<file path="src/core/sld_pkg.sv">
// shared constants and types for the segment panel driver
package sld_pkg;

  // ==========================================================
  // geometry
  localparam int SLD_SEGMENTS = 40;
  localparam int SLD_COMMONS = 4;
  localparam int SLD_PTR_W = 6;
  localparam logic [5:0] SLD_LAST_ENTRY = 6'h27;

  // ==========================================================
  // pointer field positions: high nibble write lands in bits 5:4
  localparam int SLD_PTR_LOW_LSB = 0;
  localparam int SLD_PTR_HIGH_LSB = 4;

  // ==========================================================
  // reset values
  localparam logic [5:0] SLD_PTR_RESET = 6'h00;
  localparam logic [3:0] SLD_ENTRY_RESET = 4'h0;

  // ==========================================================
  // watch clock division ratios for the alternating frequency
  localparam logic [8:0] SLD_DIV_64 = 9'h03F;
  localparam logic [8:0] SLD_DIV_128 = 9'h07F;
  localparam logic [8:0] SLD_DIV_256 = 9'h0FF;
  localparam logic [8:0] SLD_DIV_512 = 9'h1FF;
  localparam logic [1:0] SLD_RATIO_64 = 2'h0;
  localparam logic [1:0] SLD_RATIO_128 = 2'h1;
  localparam logic [1:0] SLD_RATIO_256 = 2'h2;
  localparam logic [1:0] SLD_RATIO_512 = 2'h3;

  // ==========================================================
  // drive level codes for one third bias (v0 lowest, v3 highest)
  localparam logic [1:0] SLD_LVL_V0 = 2'h0;
  localparam logic [1:0] SLD_LVL_V1 = 2'h1;
  localparam logic [1:0] SLD_LVL_V2 = 2'h2;
  localparam logic [1:0] SLD_LVL_V3 = 2'h3;

  // ==========================================================
  // common scan phase, one hot
  typedef enum logic [3:0] {
    SLD_PH_COM0 = 4'b0001,
    SLD_PH_COM1 = 4'b0010,
    SLD_PH_COM2 = 4'b0100,
    SLD_PH_COM3 = 4'b1000
  } sld_phase_t;

  // ==========================================================
  // one processor command, each strobe a single cycle
  typedef struct packed {
    logic pointer_low_nibble;      // load pointer bits 3:0
    logic pointer_high_nibble;     // load pointer bits 5:4
    logic store;                   // write nibble to pointed entry
    logic fetch;                   // read pointed entry
    logic display_on_instruction;  // start panel driving
    logic display_off_instruction; // stop panel driving
    logic [3:0] nibble;            // data from data memory
  } sld_cmd_t;

endpackage : sld_pkg

</file>
<file path="src/core/sld_driver.sv">
// segment panel driver: pattern memory, pointer, scan and bias levels
`timescale 1ns/100ps

// How it works
// - drive forty segments and four commons, quarter duty, third bias levels
// - alternating frequency is watch clock divided by 64, 128, 256 or 512
// - a full frame spans four alternating periods, so frame is a quarter of it
// - forty 4-bit pattern entries, one per segment, one bit per common
// - a one bit lights its dot, a zero bit leaves it dark
// - memory is scanned to the pins continuously with no program help
// - entry k drives segment k, bit n gives the dot during common n
// - on command starts driving, also in hold; off command stops it
// - during reset all dots dark, afterwards off until the on command
// - 6-bit pointer loaded by separate low and high nibble writes
// - memory reached only through the pointer by store and fetch
module sld_driver
  import sld_pkg::*;
#(
  parameter int SEGMENTS = SLD_SEGMENTS,
  parameter int COMMONS = SLD_COMMONS
)
(
  input wire logic sys_clk,                         // system clock, 40 mhz
  input wire logic rst,                             // async reset, active high
  input wire logic watch_crystal_clock,             // 32.768 khz watch clock level
  input wire logic [1:0] ratio_sel,                 // 0:/64 1:/128 2:/256 3:/512
  input wire sld_cmd_t cmd,                         // processor command strobes
  output logic [3:0] fetch_data,                    // nibble returned by fetch
  output logic fetch_valid,                         // one cycle after fetch
  output logic display_enabled,                     // panel driving active
  output logic [SEGMENTS-1:0][1:0] segment_outputs, // segment drive levels
  output logic [COMMONS-1:0][1:0] common_outputs,   // common drive levels
  output logic panel_alternating_frequency          // alternating clock, 50% duty
);

  // ==========================================================
  // elaboration checks: scan, pointer and phase logic are sized for these values only
  generate
    if (SEGMENTS != SLD_SEGMENTS)
    begin : g_bad_segments
      $error("sld_driver serves exactly 40 segments");
    end
    if (COMMONS != SLD_COMMONS)
    begin : g_bad_commons
      $error("sld_driver serves exactly 4 commons");
    end
    if (SEGMENTS > (1 << SLD_PTR_W))
    begin : g_bad_pointer
      $error("pointer too narrow to reach every entry");
    end
    if (int'(SLD_LAST_ENTRY) != SEGMENTS - 1)
    begin : g_bad_last
      $error("last entry index does not match the segment count");
    end
    if (SLD_PTR_HIGH_LSB + 2 != SLD_PTR_W)
    begin : g_bad_fields
      $error("pointer nibble fields do not fill the pointer");
    end
  endgenerate

  // ==========================================================
  // state
  logic [3:0] glass_pattern_memory [SEGMENTS];
  logic [SLD_PTR_W-1:0] display_ram_pointer;
  logic watch_prev;
  logic [8:0] div_cnt;
  sld_phase_t phase;
  logic polarity;
  logic [8:0] div_limit;
  logic watch_tick;
  logic div_end;
  logic ptr_valid;
  logic [1:0] com_index;
  logic frame_end;
  logic [SEGMENTS-1:0] seg_dot;
  logic [SEGMENTS-1:0][1:0] next_segment;
  logic [COMMONS-1:0][1:0] next_common;
  sld_phase_t next_phase;
  logic alt_level;
  logic load_low;
  logic load_high;
  logic [1:0] high_bits;
  logic store_hit;
  logic fetch_hit;
  logic turn_on;
  logic turn_off;
  logic [3:0] next_fetch_data;
  logic [SEGMENTS-1:0] entry_we;
  logic [1:0] seg_lit_level;
  logic [1:0] seg_dark_level;
  logic [1:0] com_select_level;
  logic [1:0] com_idle_level;
  genvar g;

  // ==========================================================
  // alternating frequency divider on watch clock rising edges
  assign watch_tick = watch_crystal_clock & ~watch_prev;
  assign div_limit = (ratio_sel == SLD_RATIO_64) ? SLD_DIV_64 :
                     (ratio_sel == SLD_RATIO_128) ? SLD_DIV_128 :
                     (ratio_sel == SLD_RATIO_256) ? SLD_DIV_256 :
                     SLD_DIV_512;
  assign div_end = watch_tick && (div_cnt >= div_limit);
  // alternating clock is high over the latter half of each period
  assign alt_level = (div_cnt > (div_limit >> 1));

  // divider counter; a lowered ratio folds the count back at the next watch clock rise
  // watch clock must stay below half of sys_clk, or rising edges are lost
  always_ff @(posedge sys_clk or posedge rst)
  begin
    if (rst)
    begin
      watch_prev <= 1'b0;
      div_cnt <= 9'h000;
      panel_alternating_frequency <= 1'b0;
    end
    else
    begin
      watch_prev <= watch_crystal_clock;
      if (div_end)
      begin
        div_cnt <= 9'h000;
      end
      else if (watch_tick)
      begin
        div_cnt <= div_cnt + 9'h001;
      end
      panel_alternating_frequency <= alt_level;
    end
  end

  // ==========================================================
  // common scan: one common per alternating period, four per frame
  // scan runs on while the display is off, so an on command may start mid frame
  always_comb
  begin
    case (phase)
      SLD_PH_COM0: next_phase = SLD_PH_COM1;
      SLD_PH_COM1: next_phase = SLD_PH_COM2;
      SLD_PH_COM2: next_phase = SLD_PH_COM3;
      SLD_PH_COM3: next_phase = SLD_PH_COM0;
      default: next_phase = SLD_PH_COM0;
    endcase
  end

  assign frame_end = div_end && (phase == SLD_PH_COM3);

  // phase advance and per frame polarity flip
  always_ff @(posedge sys_clk or posedge rst)
  begin
    if (rst)
    begin
      phase <= SLD_PH_COM0;
      polarity <= 1'b0;
    end
    else
    begin
      if (div_end)
      begin
        phase <= next_phase;
      end
      if (frame_end)
      begin
        polarity <= ~polarity;
      end
    end
  end

  // ==========================================================
  // pointer, display switch and pattern memory access
  assign ptr_valid = (display_ram_pointer <= SLD_LAST_ENTRY);

  // command decode; stores and fetches use the pointer held before this edge's load
  assign load_low = cmd.pointer_low_nibble;
  assign load_high = cmd.pointer_high_nibble;
  assign store_hit = cmd.store && ptr_valid;
  assign fetch_hit = cmd.fetch;
  assign turn_on = cmd.display_on_instruction;
  assign turn_off = cmd.display_off_instruction && !turn_on;
  // high nibble load keeps only two bits, the pointer is six wide
  assign high_bits = cmd.nibble[1:0];
  // a pointer past the last entry reads as zero, never as an undefined entry
  assign next_fetch_data = ptr_valid ? glass_pattern_memory[display_ram_pointer] : 4'h0;

  // write selects, one per entry; no select matches a pointer past the last entry
  generate
    for (g = 0; g < SEGMENTS; g++)
    begin : g_wsel
      assign entry_we[g] = store_hit && (display_ram_pointer == SLD_PTR_W'(g));
    end
  endgenerate

  // pointer loads and display on/off commands
  always_ff @(posedge sys_clk or posedge rst)
  begin
    if (rst)
    begin
      display_ram_pointer <= SLD_PTR_RESET;
      display_enabled <= 1'b0;
    end
    else
    begin
      if (load_low)
      begin
        display_ram_pointer[SLD_PTR_LOW_LSB +: 4] <= cmd.nibble;
      end
      if (load_high)
      begin
        display_ram_pointer[SLD_PTR_HIGH_LSB +: 2] <= high_bits;
      end
      if (turn_on)
      begin
        display_enabled <= 1'b1;
      end
      else if (turn_off)
      begin
        display_enabled <= 1'b0;
      end
    end
  end

  // memory clears on reset so the first on command shows a dark glass
  // pattern memory store through the pointer only
  always_ff @(posedge sys_clk or posedge rst)
  begin
    if (rst)
    begin
      for (int i = 0; i < SEGMENTS; i++)
      begin
        glass_pattern_memory[i] <= SLD_ENTRY_RESET;
      end
    end
    else
    begin
      for (int i = 0; i < SEGMENTS; i++)
      begin
        if (entry_we[i])
        begin
          glass_pattern_memory[i] <= cmd.nibble;
        end
      end
    end
  end

  // fetch answer, registered one cycle after the strobe
  always_ff @(posedge sys_clk or posedge rst)
  begin
    if (rst)
    begin
      fetch_data <= 4'h0;
      fetch_valid <= 1'b0;
    end
    else
    begin
      fetch_valid <= fetch_hit;
      if (fetch_hit)
      begin
        fetch_data <= next_fetch_data;
      end
    end
  end

  // ==========================================================
  // bias levels: selected common at the far rail, dots swing across
  assign com_index = {phase[3] | phase[2], phase[3] | phase[1]};

  // the four levels of this frame; polarity swaps them so no dot sees a net dc voltage
  assign seg_lit_level = polarity ? SLD_LVL_V3 : SLD_LVL_V0;
  assign seg_dark_level = polarity ? SLD_LVL_V1 : SLD_LVL_V2;
  assign com_select_level = polarity ? SLD_LVL_V0 : SLD_LVL_V3;
  assign com_idle_level = polarity ? SLD_LVL_V2 : SLD_LVL_V1;

  generate
    for (g = 0; g < SEGMENTS; g++)
    begin : g_seg
      // entry g feeds segment g, bit picked by the active common
      assign seg_dot[g] = glass_pattern_memory[g][com_index];
      assign next_segment[g] = !display_enabled ? SLD_LVL_V0 :
                               (seg_dot[g] ? seg_lit_level : seg_dark_level);
    end
    for (g = 0; g < COMMONS; g++)
    begin : g_com
      assign next_common[g] = !display_enabled ? SLD_LVL_V0 :
                              (phase[g] ? com_select_level : com_idle_level);
    end
  endgenerate

  // pin levels registered; reset and off both hold every pin at v0
  always_ff @(posedge sys_clk or posedge rst)
  begin
    if (rst)
    begin
      segment_outputs <= '0;
      common_outputs <= '0;
    end
    else
    begin
      segment_outputs <= next_segment;
      common_outputs <= next_common;
    end
  end

endmodule : sld_driver

</file>
<file path="config.mk">
export PLATFORM = sky130hd
export DESIGN_NAME = sld_driver
export DESIGN_NICKNAME = d
export VERILOG_FILES = /design/src/core/sld_pkg.sv /design/src/core/sld_driver.sv
export SDC_FILE = /design/constraint.sdc
export NUM_CORES = 1
export LEC_CHECK = 0
export BUFFER_PORTS_ARGS = -buffer_cell sky130_fd_sc_hd__buf_4
export CORE_MARGIN = 2
export CORE_UTILIZATION = 65
export CTS_BUF_LIST = sky130_fd_sc_hd__clkbuf_8
export CTS_CLUSTER_SIZE = 28
export DETAILED_ROUTE_END_ITERATION = 7
export PLACE_DENSITY = 0.86
export SYNTH_ARGS = -nofsm -noshare
export SYNTH_HDL_FRONTEND = slang
export SYNTH_SLANG_ARGS = --single-unit
</file>
<file path="constraint.sdc">
create_clock -name sys_clk -period 19.7 [get_ports sys_clk]
set_input_delay 3.94 -clock sys_clk [delete_from_list [all_inputs] [get_ports sys_clk]]
set_output_delay 3.94 -clock sys_clk [all_outputs]
set_load 0.01 [all_outputs]
</file>
==> results of run 1 <==
==> metrics by stage <==
stage	setup slack [ns]	std cells
after global placement	13.98	1392
after global routing	13.74	1461
after CTS	13.85	1461
after floorplan	9.26	1129
final	13.93	1461
after detailed placement	13.86	1392
==> final timing paths <==
check | start | cells after the start | to
max | segment_outputs[78] | 1 | segment_outputs[52]
min | glass_pattern_memory[140] | 1 | glass_pattern_memory[140]
max reg2reg | display_ram_pointer[1] | 5 | glass_pattern_memory[149]
min reg2reg | glass_pattern_memory[140] | 1 | glass_pattern_memory[140]
max in group asynchronous | rst | 3 | glass_pattern_memory[106]
min in group asynchronous | rst | 2 | common_outputs[2]
==> where the power goes <==
part / switching, mW / internal, mW / leakage (nW) / total [mW]
sequential: 0.0839 / 0.591 / 3.04 / 0.675
combinational: 0.159 / 0.176 / 2.87 / 0.335
clock: 0.192 / 0.216 / 0.444 / 0.407
total: 0.435 / 0.983 / 6.35 / 1.42
==> cell type report <==
type | instances | share of cell area (%)
clock inverter | 22 | 0.684
clock buffer | 47 | 4.65
timing repair buffer | 120 | 6.48
sequential | 237 | 42.7
multi-input combinational | 766 | 42.9
tap | 260 | 2.34
inverter | 9 | 0.297
==> registers in the layout, indices dropped and copies added (netlist names) <==
| signal | count |
|---|---|
| div_cnt | 9 |
| watch_prev | 1 |
| polarity | 1 |
| display_enabled | 1 |
| panel_alternating_frequency | 1 |
| display_ram_pointer | 6 |
| common_outputs | 8 |
| phase | 4 |
| glass_pattern_memory | 160 |
| segment_outputs | 41 |
| fetch_valid | 1 |
| fetch_data | 4 |
==> cells by family after synthesis <==
| group | count (synthesis) |
|---|---|
| AND/OR/NAND/NOR | 312 |
| multiplexers | 243 |
| flip-flops | 237 |
| AO/OA/AOI/OAI | 154 |
| buffers and inverters | 126 |
| XOR/XNOR | 42 |
| adder cells (fa/ha/maj) | 15 |
==> routing by layer <==
metal | share of wire (%) | GRT usage (%)
met5 | 0 | 0
met4 | 3.0 | 10.4
met3 | 8.4 | 6.10
met2 | 48 | 49.1
met1 | 41 | 41.1
==> cells in the final DEF, fill, tap and decap left out, types with 5 or more instances in the layout <==
cell / synthesis / routed
nand2b_1: 8 / 8
nor3_1: 6 / 6
mux2_2: 170 / 170
a22oi_1: 16 / 16
clkbuf_8: 0 / 47
nor2_1: 26 / 25
a31oi_1: 40 / 40
inv_1: 9 / 27
nor2b_1: 41 / 41
a211oi_1: 42 / 42
nand3_1: 22 / 22
buf_4: 43 / 120
a41oi_1: 5 / 5
nor3_2: 8 / 8
a22o_1: 5 / 5
mux2i_1: 64 / 64
ha_1: 15 / 15
a21oi_1: 17 / 17
nand4_1: 5 / 5
o21ai_0: 10 / 10
a21o_1: 6 / 6
nand2_1: 122 / 122
xnor2_1: 42 / 42
and2_1: 58 / 58
mux4_2: 8 / 8
dfrtp_1: 236 / 233
==> flow_summary.yaml, run 1 <==
outcome:
  status: "complete, no violations"
finish:
  syn_to_final_growth_pct: 10.7
  nNetsFinal: 1202
  antenna_cells: 0
  drive_gt1_share_pct: 30.6
  multi_input_area_sq_um: 5960
  regArea_sq_um: 5940
  utilization_pct: 73.9
  design_area_sq_um: 13900
  n_fill_cell: 1245
logic_synthesis:
  synth_seq_cells: 237
  synth_xor_area_share_pct: 2.93
  synth_top_family_by_area: "multiplexers"
  avgSynthCellArea_sq_um: 11.1
  synthAdderAreaFrac_pct: 1.49
  synth_most_common_cell: "dfrtp_1"
  syn_area_sq_um: 12600
  synth_edf_count: 0
  ys_types: 49
  yosys_warnings: 0
  synth_simple_gate_area_share_pct: 12.7
  synth_top_area_share_pct: 47.0
  synth_compound_area_share_pct: 8.45
  synthCells: 1129
  synth_top_cells_by_count: "dfrtp_1 (236), mux2_2 (170), nand2_1 (122), mux2i_1 (64), and2_1 (58)"
  yosysSeqAreaShare_pct: 47.2
  yosys.area.top_type: "dfrtp_1"
  synthMuxAreaShare_pct: 21.8
  synthTopCellsByArea: "dfrtp_1 (47%), mux2_2 (15%), mux2i_1 (5.1%), nand2_1 (3.6%), xnor2_1 (2.9%)"
  ys.flop_type: "dfrtp_1"
  async_reset_ff_share_pct: 100
  synth_nets: 1159
grt:
  grt_use_total_pct: 30.3
  grt_max_degree: 102
  grt_pass1_vias: 9091
  grt_remaining_overflow: 0
  antenna_found_initial: 1
  grt_pass1_wl_um: 48400
timing:
  slew_headroom_pct: 30.2
  timing.hold.ws_ns: 0.526
  finalClockSkew_ns: 0.0407
  rsz0062_at_grt: "false"
  fmax_mhz: 173
  tightest_slew_ns: 1.05
  period_share_pct: 29.3
  slew_viol_final: 0
  setup_viol: 0
  tns_ns: 0
  hold_viol_final: 0
  post-route-min-period_ns: 5.77
critical_path:
  crit_buf_inv: 1
  path_max_fanout: 40
  path_cells: "buf_4"
  worstPathRequired_ns: 15.76
  critPathLaunchType: "flop"
  end_kind: "primary output"
  reg2reg_slack_ns: 16.63
  worst_path_max_delay_cell: "dfrtp_1"
  cpPeakStageDelay_ns: 1.03
  crit_family: "flip-flops"
  arrival_ns: 1.83
  crit_type: "flop to primary output"
clocking:
  clockBufferDepth: 3
  clk_latency_ns: 0.55
  cts.sinks: 237
  root_buffer: "clkbuf_8"
  cts_buffers: 38
  post_cts_buffers: 0
  cts_tree: "yes"
  cts_max_level: 2
  hold_buffers: 0
  path_clk_slew_ns: 0.06
  post_cts_resized: 0
power_and_ir_drop:
  pwr_density_cell_nw_per_um2: 102
  power_mw: 1.42
  ir_drop_mv: 0.0523
  p_leak_nw: 6.35
detailed_routing:
  drt-vias-per-instance: 6.22
  wl_per_cell_um: 20.8
  wirelength_um: 30300
  ant_nets: 0
  dr.pass1.iters: 5
  vias: 9094
  drt_iter0_markers: 756
  drc_errors: 0
placement:
  gp_congestion: 0.983
  port_buffers: 109
  place_hpwl_um: 19200
  placed_area_sq_um: 13200
floorplanning:
  ios: 110
  core-area_sq_um: 18800
  die_y_um: 143
  initial_core_util_pct: 66.8
  die_area_sq_um: 20500
  die_w_um: 143
  fp-row-count: 50
hold_path:
  hold_class: "flop to flop"
flow_run:
  maxCapViolCount: 0
Note: power is estimated with default switching activity, not from simulation.
==> inputs of run 2 (changes only) <==
--- a/config.mk
+++ b/config.mk
@@ -5,13 +5,14 @@
 export SDC_FILE = /design/constraint.sdc
 export NUM_CORES = 1
 export LEC_CHECK = 0
+export ABC_AREA = 1
 export BUFFER_PORTS_ARGS = -buffer_cell sky130_fd_sc_hd__buf_4
 export CORE_MARGIN = 2
-export CORE_UTILIZATION = 65
+export CORE_UTILIZATION = 62
 export CTS_BUF_LIST = sky130_fd_sc_hd__clkbuf_8
 export CTS_CLUSTER_SIZE = 28
 export DETAILED_ROUTE_END_ITERATION = 7
-export PLACE_DENSITY = 0.86
+export PLACE_DENSITY = 0.83
 export SYNTH_ARGS = -nofsm -noshare
 export SYNTH_HDL_FRONTEND = slang
 export SYNTH_SLANG_ARGS = --single-unit
==> constraint.sdc (replaced) <==
create_clock -name sys_clk -period 5.8 [get_ports sys_clk]
set_input_delay 1.16 -clock sys_clk [delete_from_list [all_inputs] [get_ports sys_clk]]
set_output_delay 1.16 -clock sys_clk [all_outputs]
set_load 0.01 [all_outputs]
==> flow_summary.yaml, run 2 <==
outcome:
  status: "complete, no violations"
clocking:
  hold_buffers: 0
  root_buffer: "clkbuf_8"
  cts.sinks: 237
  cts_tree: "yes"
  post_cts_resized: 0
  clk_latency_ns: 0.54
  path_clk_slew_ns: 0.06
  cts_buffers: 39
  cts_max_level: 2
  post_cts_buffers: 0
  clockBufferDepth: 3
critical_path:
  critPathLaunchType: "flop"
  worst_path_max_delay_cell: "dfrtp_1"
  reg2reg_depth: 7
  arrival_ns: 1.84
  r2r-end: "glass_pattern_memory[87]"
  cpPeakStageDelay_ns: 1.04
  reg2reg_slack_ns: 2.87
  crit_buf_inv: 1
  path_cells: "buf_4"
  path_max_fanout: 40
  worstSetupEndpoint: "segment_outputs[30]"
  cp.depth: 1
  end_kind: "primary output"
  worstPathRequired_ns: 4.64
  crit_family: "flip-flops"
  crit_type: "flop to primary output"
  regToRegStartpoint: "display_ram_pointer[1]"
  setup.worst_path.start: "segment_outputs[78]"
hold_path:
  holdPathStages: 2
  hold_class: "flop to flop"
  hold_start: "fetch_data[3]"
logic_synthesis:
  ys.flop_type: "dfrtp_1"
  ys_types: 36
  synth_edf_count: 0
  async_reset_ff_share_pct: 100
  avgSynthCellArea_sq_um: 7.88
  synth_nets: 1587
  synth_most_common_cell: "nand2_1"
  synth_top_area_share_pct: 48.1
  synthTopCellsByArea: "dfrtp_1 (48%), nand2_1 (18%), o21ai_0 (7.9%), xor2_1 (3.1%), buf_4 (2.9%)"
  syn_area_sq_um: 12300
  synth_top_cells_by_count: "nand2_1 (575), dfrtp_1 (236), o21ai_0 (194), nor2_1 (86)"
  yosys.area.top_type: "dfrtp_1"
  yosys_warnings: 0
  synthCells: 1557
  synth_seq_cells: 237
  yosysSeqAreaShare_pct: 48.4
timing:
  slew_viol_final: 0
  fmax_mhz: 333
  hold_viol_final: 0
  finalClockSkew_ns: 0.0200
  period_share_pct: 51.7
  tightest_slew_ns: 1.27
  slew_headroom_pct: 15.2
  tns_ns: 0
  post-route-min-period_ns: 3.00
  setup_viol: 0
  rsz0062_at_grt: "false"
finish:
  syn_to_final_growth_pct: 11.1
  final_cell_mix: "nand2_1 (575), dfrtp_1 (235), o21ai_0 (194), buf_4 (124), nor2_1 (86)"
  n_fill_cell: 1528
  drive_gt1_share_pct: 12.8
  largest_reg_flops: 160
  final_common_cell: "nand2_1"
  finalNonFillerCells: 1891
  antenna_cells: 0
  regMostFlops: "glass_pattern_memory"
  largest_registers: "glass_pattern_memory (160), segment_outputs (41), div_cnt (9)"
  nNetsFinal: 1632
floorplanning:
  ios: 110
  fp-row-count: 51
  die_area_sq_um: 20900
  die_w_um: 145
  die_y_um: 145
  core-area_sq_um: 19500
  initial_core_util_pct: 63.0
detailed_routing:
  wl_per_cell_um: 17.7
  wirelength_um: 33400
  drt-vias-per-instance: 5.76
  drc_errors: 0
  ant_nets: 0
  drt_iter0_markers: 1296
  dr.pass1.iters: 8
  vias: 10890
grt:
  grt_pass1_wl_um: 52600
  grt_pass1_vias: 10315
  antenna_found_initial: 0
  grt_remaining_overflow: 0
  grt_max_degree: 135
  grt_use_total_pct: 32.5
power_and_ir_drop:
  sw_frac_of_total_pct: 38.6
  pwr_density_cell_nw_per_um2: 437
  p_leak_nw: 6.94
  pwr-share-seq_pct: 38.9
  power.switching_mw: 2.29
  power_frac_comb_pct: 36.8
  internal-power_mw: 3.66
  clkPwrFrac_pct: 24.3
  ir_drop_mv: 0.267
placement:
  gp_congestion: 0.996
  port_buffers: 109
  place_hpwl_um: 21100
  placed_cells_incl_taps: 1826
flow_run:
  maxCapViolCount: 0
[run 2: changes by cell type after synthesis, moves of 41 or more]
cell / delta
nor2b_1: -41
nand2_1: +453
a211oi_1: -42
xor2_1: +43
and2_1: -58
mux2_2: -170
mux2i_1: -64
nor2_1: +60
xnor2_1: -42
o21ai_0: +184
a21oi_1: +44
inv_1: +52
[run 2: per-layer routing]
metal	track usage, %	share of wire, %	up-vias
met5	0	0	-
met4	13.1	3.5	0
met3	8.06	11	102
met2	50.7	44	651
met1	44.0	41	5009
li1	-	-	5128
[run 2: worst min path at each step]
stage                                            to  slack (ns)
final                                 fetch_data[3]        0.48
after global routing       glass_pattern_memory[46]        0.51
after CTS                             fetch_data[3]        0.48
after detailed placement              fetch_data[3]        0.47
after global placement          segment_outputs[78]        0.46
after floorplan           glass_pattern_memory[110]        0.45
[run 2: per-stage QoR]
stage,cell area (sq um),worst slack (ns),total power [mW],hold slack (ns),utilization (%)
global route,13600,2.57,6.30,0.508,70.0
detailed placement,12900,2.62,4.47,0.466,66.1
floorplan,12300,1.53,3.81,0.453,-
CTS,13600,2.75,5.91,0.481,70.0
finish,13600,2.80,5.95,0.479,70.0
global placement,12900,2.64,4.41,0.459,66.1
[run 2: cells by family after synthesis]
family	synth area share, %
compound gates	16.0
flops	48.4
xor+xnor	3.07
buf+inv	7.81
simple gates	23.2
fa+ha+maj	1.53
[run 2: area by class of cell]
type                    count  area (sq um)  share of cell area [%]
flip-flops and latches    237          5930                    43.5
multi-input cells        1131          5380                    39.5
repair buffers            125           951                    6.98
clock buffers              51           702                    5.15
well taps                 265           332                    2.43
inverters                  68           262                    1.92
clock inverters            14          65.1                   0.478
[run 2: power groups by stage]
stage               registers [mW]  clock network [mW]  logic, mW
global route                  2.36                1.52       2.41
finish                        2.32                1.44       2.19
detailed placement            2.33                   0       2.14
global placement              2.33                   0       2.08
floorplan                     2.33                   0       1.48
CTS                           2.31                1.45       2.15
